$ cat src/verilog/slp_consts.vh
// Constants for the scan logic primitive set.
// Included by the top-level design file only; definitions only.
`ifndef SLP_CONSTS_VH
`define SLP_CONSTS_VH
`define SLP_EDGE_RISE     2'h0
`define SLP_EDGE_FALL     2'h1
`define SLP_EDGE_BOTH     2'h2
`define SLP_START_NONE    2'h0
`define SLP_START_COLD    2'h1
`define SLP_START_WARM    2'h2
`define SLP_START_ANY     2'h3
`define SLP_OP_AND        2'h0
`define SLP_OP_OR         2'h1
`define SLP_OP_XOR        2'h2
`define SLP_OP_NOTA       2'h3
`define SLP_KEY_GROUPS    8
`define SLP_GRP_W         3
`define SLP_KEYS          4
`define SLP_EXPR_INS      8
`define SLP_VAL_W         16
`endif

$ cat src/verilog/slp_edge.v
// Scan-enabled edge detector with previous-value store.
// Assumes the scan enable is a one-cycle pulse in the I_MCLK domain.
`timescale 1ns/1ps
module slp_edge #(
   parameter W = 1
) (
   // Clock, reset and scan
   input  wire         i_clk,
   input  wire         i_rst,
   input  wire         i_scan,
   // Data
   input  wire [W-1:0] i_d,
   output wire [W-1:0] o_rise,
   output wire [W-1:0] o_fall
);
   reg [W-1:0] prev;

   always @(posedge i_clk) begin
      if (i_rst) begin
         prev <= {W{1'b0}};
      end else if (i_scan) begin
         prev <= i_d;
      end
   end

   assign o_rise = i_d & ~prev;
   assign o_fall = ~i_d & prev;
endmodule

$ cat src/verilog/slp_top.v
// Scan logic primitives: selector, one-shots, latch, toggle,
// expression evaluator and keypad pulse unit.
// Assumes inputs synchronous to I_MCLK; I_SCAN pulses once per scan.
//
// Behaviour
// - Selector output follows first input when select ON, else second.
// - Basic one-shot pulses one scan on OFF-to-ON input.
// - Configurable one-shot fires on rising, falling or either edge.
// - Configurable one-shot output is ON one scan only.
// - Start-up firing: none, after cold, after warm, after either.
// - Start-up firing overrides the edge condition on first scan.
// - Latch sets ON with set input, holds until clear.
// - Clear acts only while set is OFF; set wins.
// - Neither input ON: latch holds previous value.
// - Toggle inverts output on each OFF-to-ON input, unless toggle reset is ON.
// - Toggle reset forces output OFF.
// - Evaluator computes one output of eight inputs via AND/OR/XOR/NOT.
// - Each key press gives a one-scan pulse on its output.
// - Up to eight groups, each with four pulse outputs.
// - Presses reach only the outputs of the chosen group.
`timescale 1ns/1ps
`include "slp_consts.vh"
module slp_top #(
   parameter GROUPS = `SLP_KEY_GROUPS,
   parameter GW     = `SLP_GRP_W,
   parameter KEYS   = `SLP_KEYS,
   parameter NODES  = 7
) (
   // Clock, reset, scan and start
   input  wire                I_MCLK,
   input  wire                I_RESET,
   input  wire                I_SCAN,
   input  wire                I_COLD_START,
   input  wire                I_WARM_START,
   // Selector
   input  wire                I_SEL_A,
   input  wire                I_SEL_B,
   input  wire                I_CHOOSE_FIRST_INPUT,
   output reg                 O_SEL_OUT,
   // Basic one-shot
   input  wire                I_TRIG_IN,
   output reg                 O_TRIG_OUT,
   // Configurable one-shot
   input  wire                I_STRIG_IN,
   input  wire [1:0]          I_STRIG_EDGE,
   input  wire [1:0]          I_STRIG_START,
   output reg                 O_STRIG_OUT,
   // Latch
   input  wire                I_LATCH_SET,
   input  wire                I_LATCH_CLR,
   output reg                 O_LATCH_OUT,
   // Toggle flip-flop
   input  wire                I_TOG_IN,
   input  wire                I_TOG_RST,
   output reg                 O_TOG_OUT,
   // Expression evaluator: node k op, operand selects (0-7 input,
   // 8-14 node result), last node is the output
   input  wire [7:0]          I_EXPR_IN,
   input  wire [2*NODES-1:0]  I_EXPR_OP,
   input  wire [4*NODES-1:0]  I_EXPR_SRC_A,
   input  wire [4*NODES-1:0]  I_EXPR_SRC_B,
   output reg                 O_EXPR_OUT,
   // Keypad
   input  wire [KEYS-1:0]     I_FUNCTION_KEY,
   input  wire [GW-1:0]       I_KEY_GROUP,
   output reg  [GROUPS*KEYS-1:0] O_KEY_PULSE
);
   wire            start_any;
   wire            trig_rise;
   wire            strig_rise;
   wire            strig_fall;
   wire            tog_rise;
   wire [KEYS-1:0] key_rise;
   reg        first_cold;
   reg        first_warm;
   reg        strig_edge_hit;
   reg        strig_start_hit;
   reg        next_latch;
   reg [15:0] val;
   reg        a_bit;
   reg        b_bit;
   reg        r_bit;
   reg [GROUPS*KEYS-1:0] next_keys;
   reg [GROUPS-1:0] grp_hit;
   reg        next_sel;
   reg        next_trig;
   reg        next_strig;
   reg        next_tog;
   reg        next_expr;
   integer    k;
   integer    g;
   integer    h;

   // A start wipes edge history, so a high input fires on first scan
   assign start_any = I_RESET | I_COLD_START | I_WARM_START;

   // One edge store per primitive keeps each history separate
   slp_edge #(.W(1)) u_trig_edge (
      .i_clk  (I_MCLK),
      .i_rst  (start_any),
      .i_scan (I_SCAN),
      .i_d    (I_TRIG_IN),
      .o_rise (trig_rise),
      .o_fall ()
   );

   slp_edge #(.W(1)) u_strig_edge (
      .i_clk  (I_MCLK),
      .i_rst  (start_any),
      .i_scan (I_SCAN),
      .i_d    (I_STRIG_IN),
      .o_rise (strig_rise),
      .o_fall (strig_fall)
   );

   slp_edge #(.W(1)) u_tog_edge (
      .i_clk  (I_MCLK),
      .i_rst  (start_any),
      .i_scan (I_SCAN),
      .i_d    (I_TOG_IN),
      .o_rise (tog_rise),
      .o_fall ()
   );

   slp_edge #(.W(KEYS)) u_keys (
      .i_clk  (I_MCLK),
      .i_rst  (start_any),
      .i_scan (I_SCAN),
      .i_d    (I_FUNCTION_KEY),
      .o_rise (key_rise),
      .o_fall ()
   );

   // Start kind is remembered until the first scan consumes it
   always @(posedge I_MCLK) begin
      if (I_RESET) begin
         first_cold <= 1'b0;
         first_warm <= 1'b0;
      end else if (I_COLD_START) begin
         first_cold <= 1'b1;
         first_warm <= 1'b0;
      end else if (I_WARM_START) begin
         first_cold <= 1'b0;
         first_warm <= 1'b1;
      end else if (I_SCAN) begin
         first_cold <= 1'b0;
         first_warm <= 1'b0;
      end
   end

   always @* begin
      case (I_STRIG_EDGE)
         `SLP_EDGE_RISE: strig_edge_hit = strig_rise;
         `SLP_EDGE_FALL: strig_edge_hit = strig_fall;
         `SLP_EDGE_BOTH: strig_edge_hit = strig_rise | strig_fall;
         default:        strig_edge_hit = 1'b0;
      endcase
      case (I_STRIG_START)
         `SLP_START_COLD: strig_start_hit = first_cold;
         `SLP_START_WARM: strig_start_hit = first_warm;
         `SLP_START_ANY:  strig_start_hit = first_cold | first_warm;
         default:         strig_start_hit = 1'b0;
      endcase
   end

   // Set beats clear; neither holds
   always @* begin
      if (I_LATCH_SET) begin
         next_latch = 1'b1;
      end else if (I_LATCH_CLR) begin
         next_latch = 1'b0;
      end else begin
         next_latch = O_LATCH_OUT;
      end
   end

   // Expression as a node list; no forward references, so a
   // node may read inputs or earlier nodes. Bracket nesting is flattened
   // into node order by the configuring side.
   always @* begin
      val = {8'h00, I_EXPR_IN};
      a_bit = 1'b0;
      b_bit = 1'b0;
      r_bit = 1'b0;
      for (k = 0; k < NODES; k = k + 1) begin
         a_bit = val[I_EXPR_SRC_A[4*k +: 4]];
         b_bit = val[I_EXPR_SRC_B[4*k +: 4]];
         case (I_EXPR_OP[2*k +: 2])
            `SLP_OP_AND:  r_bit = a_bit & b_bit;
            `SLP_OP_OR:   r_bit = a_bit | b_bit;
            `SLP_OP_XOR:  r_bit = a_bit ^ b_bit;
            `SLP_OP_NOTA: r_bit = ~a_bit;
            default:      r_bit = 1'b0;
         endcase
         if (k + `SLP_EXPR_INS < `SLP_VAL_W) begin
            val[k + `SLP_EXPR_INS] = r_bit;
         end
      end
   end

   // One-hot group decode; codes past GROUPS-1 select nothing
   always @* begin
      grp_hit = {GROUPS{1'b0}};
      for (h = 0; h < GROUPS; h = h + 1) begin
         if (I_KEY_GROUP == h[GW-1:0]) begin
            grp_hit[h] = 1'b1;
         end
      end
   end

   // Only the chosen group sees key edges
   always @* begin
      next_keys = {GROUPS*KEYS{1'b0}};
      for (g = 0; g < GROUPS; g = g + 1) begin
         if (grp_hit[g]) begin
            next_keys[g*KEYS +: KEYS] = key_rise;
         end
      end
   end

   // Next values, taken only on a scan edge
   // Toggle reset is seen on scans only; a pulse between scans is lost
   always @* begin
      next_sel   = I_CHOOSE_FIRST_INPUT ? I_SEL_A : I_SEL_B;
      next_trig  = trig_rise;
      next_strig = strig_start_hit | strig_edge_hit;
      if (I_TOG_RST) begin
         next_tog = 1'b0;
      end else if (tog_rise) begin
         next_tog = ~O_TOG_OUT;
      end else begin
         next_tog = O_TOG_OUT;
      end
      next_expr  = val[NODES + `SLP_EXPR_INS - 1];
   end

   // Selector output register
   always @(posedge I_MCLK) begin
      if (start_any) begin
         O_SEL_OUT <= 1'b0;
      end else if (I_SCAN) begin
         O_SEL_OUT <= next_sel;
      end
   end

   // Basic one-shot register
   // Pulse lasts a whole scan period, not a single clock
   always @(posedge I_MCLK) begin
      if (start_any) begin
         O_TRIG_OUT <= 1'b0;
      end else if (I_SCAN) begin
         O_TRIG_OUT <= next_trig;
      end
   end

   // Configurable one-shot register
   // Start-up firing wins; an edge on that same scan is absorbed
   always @(posedge I_MCLK) begin
      if (start_any) begin
         O_STRIG_OUT <= 1'b0;
      end else if (I_SCAN) begin
         O_STRIG_OUT <= next_strig;
      end
   end

   // Latch state
   always @(posedge I_MCLK) begin
      if (start_any) begin
         O_LATCH_OUT <= 1'b0;
      end else if (I_SCAN) begin
         O_LATCH_OUT <= next_latch;
      end
   end

   // Toggle state
   // A start clears it as well as its own reset input
   always @(posedge I_MCLK) begin
      if (start_any) begin
         O_TOG_OUT <= 1'b0;
      end else if (I_SCAN) begin
         O_TOG_OUT <= next_tog;
      end
   end

   // Expression result
   always @(posedge I_MCLK) begin
      if (start_any) begin
         O_EXPR_OUT <= 1'b0;
      end else if (I_SCAN) begin
         O_EXPR_OUT <= next_expr;
      end
   end

   // Keypad pulses
   // A key held across scans pulses only once
   always @(posedge I_MCLK) begin
      if (start_any) begin
         O_KEY_PULSE <= {GROUPS*KEYS{1'b0}};
      end else if (I_SCAN) begin
         O_KEY_PULSE <= next_keys;
      end
   end
endmodule
$ cat config.mk
export PLATFORM = sky130hd
export DESIGN_NAME = slp_top
export DESIGN_NICKNAME = d
export VERILOG_FILES = /design/src/verilog/slp_edge.v /design/src/verilog/slp_top.v
export VERILOG_INCLUDE_DIRS = /design/src /design/src/verilog
export SDC_FILE = /design/constraint.sdc
export NUM_CORES = 1
export LEC_CHECK = 0
export BUFFER_PORTS_ARGS = -buffer_cell sky130_fd_sc_hd__buf_2
export CORE_MARGIN = 1
export CORE_UTILIZATION = 51
export DETAILED_ROUTE_END_ITERATION = 12
export GPL_TIMING_DRIVEN = 1
export HOLD_SLACK_MARGIN = 0.03
export PLACE_DENSITY = 0.83
export SYNTH_ARGS = -nofsm -noshare
export SYNTH_HDL_FRONTEND = slang
export SYNTH_SLANG_ARGS = --single-unit
$ cat constraint.sdc
create_clock -name I_MCLK -period 13.6 [get_ports I_MCLK]
set_clock_uncertainty 0.05 [all_clocks]
set_input_delay 0.68 -clock I_MCLK [delete_from_list [all_inputs] [get_ports I_MCLK]]
set_output_delay 0.68 -clock I_MCLK [all_outputs]
set_load 0.1 [all_outputs]
== After elaboration in Yosys (flattened, before gate mapping) ==
Cells that the tools add are included.

* Bits in registers: 47
* Input port bits: 103
* Logic and storage cells: 182

* Order comparisons: 14
* Equal/unequal tests: 33
* Muxes and demuxes: 62
* Bitwise operators: 44
* Reductions and logical operators: 16

{| class="wikitable"
|+ Operators with widths
! cell !! number
|-
| < comparator 4 x 5 -> 1 bit, second input constant || 14
|-
| binary-select mux 1 bit (select 4 bit) || 14
|-
| == test 2 bit, second input constant || 17
|-
| 2-to-1 mux 4 bit || 8
|-
| 2-to-1 mux 1 bit || 31
|-
| one-hot mux 1 bit (4 select lines) || 7
|-
| == test 2 x 1 -> 1 bit, second input constant || 9
|-
| logical NOT 2 bit || 8
|-
| == test 3 bit, second input constant || 4
|-
| inverter 1 bit || 12
|-
| bitwise OR 1 bit || 12
|-
| bitwise AND 1 bit || 11
|-
| XOR 1 bit || 7
|-
| == test 3 x 2 -> 1 bit, second input constant || 2
|-
| one-hot mux 1 bit (3 select lines) || 2
|-
| nonzero test 2 bit || 3
|-
| bitwise AND 4 bit || 1
|-
| inverter 4 bit || 1
|-
| AND reduction 2 bit || 2
|-
| == test 3 x 1 -> 1 bit, second input constant || 1
|-
| logical NOT 3 bit || 1
|-
| nonzero test 3 bit || 1
|-
| OR reduction 2 bit || 1
|}

== Depth between registers and ports, before layout ==
* Depth after elaboration: 28
* Gate-level depth with buffers: 66
* Gate-level depth less buffers: 63

== Cells and area by module ==
A second synthesis with hierarchy kept.

* Cell total of the unflattened synthesis: 452
* Area total of the unflattened synthesis: 4073.9 um^2

{| class="wikitable"
|+ By module, submodules not included
! module !! times used !! cells each !! area each (um^2) !! seq. area each (um^2)
|-
| slp_top || 1 || 416 || 3738.6 || 800.8
|-
| slp_edge at u_keys || 1 || 21 || 196.4 || 80.1
|-
| slp_edge at u_strig_edge ... || 3 || 5 || 46.3 || 20.0
|}

== Worst setup path before layout ==
No wires, ideal clock.

* Path kind: in2reg
* Start: input I_EXPR_SRC_A[0]
* End: register O_EXPR_OUT
* Library setup time: 0.132 ns
* Data arrival time: 10.495 ns
* Data required time: 13.418 ns
* Setup slack: 2.923 ns
* Cell stages on the path: 62
* Path buffers: 2
* Path through: mux2i_1 -> a221oi_1 -> and2_1 -> inv_1 -> ha_1 -> mux2i_1 -> a21oi_1 -> nand2b_1 -> clkbuf_1 -> nand3_1 -> o21ai_0 -> ha_1 -> o21ai_0 -> a31oi_1 -> a21o_2 -> inv_1 -> a211oi_1 -> mux2i_1 -> (+26 left out) -> a21oi_1 -> a32oi_1 -> a211o_1 -> and2_2 -> nor2_1 -> inv_1 -> ha_1 -> mux2i_1 -> o21ai_0 -> inv_1 -> a2111o_1 -> a211oi_1 -> or2_2 -> ha_1 -> mux2i_1 -> o211ai_1 -> o211ai_1 -> o31ai_1

* Cells in the longest elaborated chain, start to end: 28
* Elaborated cells between the ends (all ways): 61
* Classes of those cells: mux (33); bitwise (28)

{| class="wikitable"
|+ RTL lines
! element !! RTL line !! RTL
|-
| start, declared || slp_top.v:60 || <nowiki>input wire [4*NODES-1:0] I_EXPR_SRC_A,</nowiki>
|-
| binary-select mux 1 bit (select 4 bit) * || slp_top.v:186 || <nowiki>a_bit = val[I_EXPR_SRC_A[4*k +: 4]];</nowiki>
|-
| 2-to-1 mux 1 bit (not written as such) * || slp_top.v:186 ||
|-
| XOR 1 bit, or another cell as far along || slp_top.v:191 || <nowiki>`SLP_OP_XOR: r_bit = a_bit ^ b_bit;</nowiki>
|-
| one-hot mux 1 bit (4 select lines) * || slp_top.v:188 || <nowiki>case (I_EXPR_OP[2*k +: 2])</nowiki>
|-
| binary-select mux 1 bit (select 4 bit), on equally long branches || slp_top.v:186, slp_top.v:187 ||
|-
| 2-to-1 mux 1 bit, on equally long branches || slp_top.v:186, slp_top.v:187 ||
|-
| XOR 1 bit, or another cell as far along || slp_top.v:191 ||
|-
| one-hot mux 1 bit (4 select lines) || slp_top.v:188 ||
|-
| (+12 left out) || n/a ||
|-
| binary-select mux 1 bit (select 4 bit), on equally long branches || slp_top.v:186, slp_top.v:187 ||
|-
| 2-to-1 mux 1 bit, on equally long branches || slp_top.v:186, slp_top.v:187 ||
|-
| XOR 1 bit, or another cell as far along || slp_top.v:191 ||
|-
| one-hot mux 1 bit (4 select lines) || slp_top.v:188 ||
|-
| binary-select mux 1 bit (select 4 bit), on equally long branches || slp_top.v:186, slp_top.v:187 ||
|-
| 2-to-1 mux 1 bit, on equally long branches || slp_top.v:186, slp_top.v:187 ||
|-
| XOR 1 bit, or another cell as far along || slp_top.v:191 ||
|-
| one-hot mux 1 bit (4 select lines) * || slp_top.v:188 ||
|-
| end signal, assigned || slp_top.v:290 || <nowiki>O_EXPR_OUT <= next_expr;</nowiki>
|-
| end, declared || slp_top.v:62 || <nowiki>output reg O_EXPR_OUT,</nowiki>
|}

Every way passes the cells marked *; elsewhere a longest branch is shown, timed or not. The select of a mux whose other input is x is not followed.
A chain may end at the register's enable or synchronous reset.

== Worst setup path in the final report ==
* Start: input I_EXPR_IN[1]
* End: register O_EXPR_OUT

* Cells in the longest elaborated chain, start to end: 28
* Elaborated cells between the ends (all ways): 63
* Classes of those cells: mux (35); bitwise (28)

{| class="wikitable"
|+ RTL lines
! element !! RTL line !! RTL
|-
| start, declared || slp_top.v:58 || <nowiki>input wire [7:0] I_EXPR_IN,</nowiki>
|-
| binary-select mux 1 bit (select 4 bit), on equally long branches || slp_top.v:186, slp_top.v:187 ||
|-
| 2-to-1 mux 1 bit, on equally long branches || slp_top.v:186, slp_top.v:187 ||
|-
| XOR 1 bit, or another cell as far along || slp_top.v:191 ||
|-
| one-hot mux 1 bit (4 select lines) || slp_top.v:188 ||
|-
| binary-select mux 1 bit (select 4 bit), on equally long branches || slp_top.v:186, slp_top.v:187 ||
|-
| 2-to-1 mux 1 bit, on equally long branches || slp_top.v:186, slp_top.v:187 ||
|-
| XOR 1 bit, or another cell as far along || slp_top.v:191 ||
|-
| one-hot mux 1 bit (4 select lines) || slp_top.v:188 ||
|-
| (+12 left out) || n/a ||
|-
| binary-select mux 1 bit (select 4 bit), on equally long branches || slp_top.v:186, slp_top.v:187 ||
|-
| 2-to-1 mux 1 bit, on equally long branches || slp_top.v:186, slp_top.v:187 ||
|-
| XOR 1 bit, or another cell as far along || slp_top.v:191 ||
|-
| one-hot mux 1 bit (4 select lines) || slp_top.v:188 ||
|-
| binary-select mux 1 bit (select 4 bit), on equally long branches || slp_top.v:186, slp_top.v:187 ||
|-
| 2-to-1 mux 1 bit, on equally long branches || slp_top.v:186, slp_top.v:187 ||
|-
| XOR 1 bit, or another cell as far along || slp_top.v:191 ||
|-
| one-hot mux 1 bit (4 select lines) * || slp_top.v:188 ||
|}

Marked as above.

==> flow_summary.toml <==
[sta]
drv_slew = 0
final_hold_viol_count = 0
fin_ws_ns = 1.50
fmax_ghz = 0.0826
finalSetupTns_ns = 0
setup_viol = 0
min_period_over_period_pct = 89.0
period_needed_ns = 12.10
whs_ns = 0.436
worstMarginPinSlew_ns = 1.23
slew_headroom_pct = 17.5
rsz0062_at_grt = "false"

[routing]
wl_per_cell_um = 17.2
routed_wl_mm = 11.8
drtIter0Drc = 207
ant_nets = 0
via_per_inst = 6.19
first_pass_iters = 5
num_vias = 4269
post-route-drc-count = 0

[clock_tree]
cts_tree = "yes"
cts_num_sinks = 47
cts_hold_buf = 0
cts-root-buf = "clkbuf_8"
clock_latency_ns = 0.30
cts_buffer_depth = 2
cts_buffers = 5
cts.clk_slew.worst_paths_ns = 0.09
cts_max_level = 2
post_cts_buffers = 0
cts_resized = 0

[worst_setup_path]
rrSetupSlack_ns = 11.88
critPathMaxStageDelay_ns = 0.55
cp_slowest_cell = "a221oi_1"
crit_top_cell = "ha_1"
cp.buffers_inverters = 5
cp.required_ns = 13.73
cp-end-kind = "register"
crit_fanout = 14
cp.arrival_ns = 12.24
worstSetupPathType = "in -> reg"
crit_family = "compound AO/OA/AOI/OAI gates"
crit_path_start_kind = "input pin"

[final_layout]
instances_no_fill = 690
antennaDiodeCount = 0
layout.nets = 709
top_register = "O_KEY_PULSE"
reg_top3 = "O_KEY_PULSE x32, u_keys.prev x4"
layout-drive-gt1-share_pct = 32.3
area_growth_pct = 21.9
largest_reg_flops = 32

[yosys]
yosysSeqAreaShare_pct = 23.9
synth-edff-count = 0
synth_cell_types = 67
syn-instance-count = 465
avgSynthCellArea_sq_um = 8.48
ys.warnings.count = 0
ys_ff_latch = 47
synthArstFlopShare_pct = 0
synth_ff_type = "dfxtp_1"
netlist_area_sq_mm = 0.00395
synth_fp_nets = 584

[global_routing]
grt_util_met1_pct = 36.7
gr-usage-all-layers_pct = 29.5
antenna_found_initial = 0
use_met3_pct = 6.09
overflow = 0
grt_first_pass_wirelength_mm = 19.6
grt_max_degree = 43
top_usage_layer = "met2"
grtUsageMet2_pct = 51.2
first_global_vias = 4046

[place]
gp_congestion = 0.968
pre_cts_slack_ns = 1.26
hpwlAfterDp_mm = 9.25
port-buffer-count = 140
placedCellCount = 682

[run]
maxCapViolCount = 0

[die]
die_area_sq_mm = 0.00809
fp.dieW_um = 90.0
die-height_um = 90.0
initial_core_util_pct = 53.5
io_pins = 141
core_sq_mm = 0.00737
rows = 31

[run_status]
status = "complete, no violations"

[power]
p_leak_nw = 2.16
power.density_mw_per_mm2 = 78.4
vdd.ir_drop.worst_uv = 40.4

[min_path]
hp-class = "reg -> reg"
==> cells in the mapped netlist (all sizes together), types with 4 or more instances <==
library cell  count  area share (%)
inv              27             2.6
mux4             22              13
a22oi            34             6.5
mux2             10             2.9
ha               16             5.1
or2               4            0.63
dfxtp            47              24
a211oi            6             1.1
nand2b           10             1.6
o211ai            4            0.76
nor3              9             1.1
clkbuf           22             2.1
nand2            23             2.2
and3              6             1.1
nor2             72             6.9
o21ai            19             2.4
mux2i            26             6.6
nor2b            12             1.9
o22ai             5            0.95
a21oi            20             2.5
nor3b             9             1.7
==> cell families (layout without fill, tap and decap cells) <==
group           after synthesis  count (layout)  share of synthesized area (%)
compound gates              129             129                           23.4
fa+ha+maj                    16              16                           5.07
buf+inv                      51             177                           4.88
flops                        47              47                           23.9
mux                          58              58                           22.1
simple gates                164             164                           20.6
==> where the power goes <==
group | switching (mW) | internal [mW] | leakage, nW
logic | 0.0758 | 0.0574 | 1.72
registers | 0.000770 | 0.139 | 0.380
clock network | 0.0486 | 0.0554 | 0.0548
total | 0.125 | 0.252 | 2.16
==> metrics by stage <==
step / power [mW] / cell area, sq um / utilization (%)
2_1_floorplan: 0.229 / 3950 / -
3_3_place_gp: 0.269 / 4690 / 63.7
3_5_place_dp: 0.274 / 4690 / 63.7
4_1_cts: 0.377 / 4810 / 65.2
5_1_grt: 0.398 / 4810 / 65.2
6_report: 0.377 / 4810 / 65.2
==> path summary, 6_finish.rpt <==
kind,cells past startpoint,startpoint,end
hold / removal,2,O_SEL_OUT,O_SEL_OUT
setup / recovery,61,I_EXPR_IN[1],O_EXPR_OUT
hold reg to reg,2,O_SEL_OUT,O_SEL_OUT
setup reg to reg,3,u_keys.prev[0],O_KEY_PULSE[20]
==> layout by cell type (no fill, tap or decap), types with 2 or more instances in the layout <==
cell,count
inv_1,27
and3b_1,2
a22oi_1,34
nor2b_1,12
a21o_1,2
nand3_1,3
buf_2,140
clkbuf_8,5
nor3b_1,9
mux2i_1,26
buf_4,2
mux4_2,21
a2bb2oi_1,2
and3_1,4
a211oi_1,6
nor2_1,72
or2_2,3
o21ai_0,19
a211o_1,3
a31oi_1,3
a221oi_1,2
o31ai_1,3
mux2_2,10
nand3b_1,3
nand2_1,23
nor3_1,9
a41o_1,2
a311oi_1,3
nand2b_1,10
o21a_1,2
dfxtp_1,47
a21oi_1,20
o32ai_1,2
o21bai_1,2
ha_1,16
o22ai_1,4
a2111o_1,2
o211ai_1,4
==> per-layer routing <==
metal,part of all wire (%),vias to the layer above,wire [um]
li1,-,1996,-
met1,40,2030,4760
met2,48,218,5740
met3,9.2,25,1090
met4,2.1,0,248
met5,0,-,0
==> final cells by class <==
cell class / count / area [sq um]
clock buffer: 5 / 68.8
multi-input combinational: 367 / 2810
timing repair buffer: 142 / 716
sequential: 47 / 941
clock inverter: 3 / 46.3
fill: 642 / 2560
inverter: 27 / 101
tap: 99 / 124
==> worst register-to-register path: stages (launching register included) <==
cell	delay, ns
dfxtp_1	0.32
nor3b_1	0.97
a22oi_1	0.16
nor2_1	0.16
Note: power is estimated with default switching activity, not from simulation.
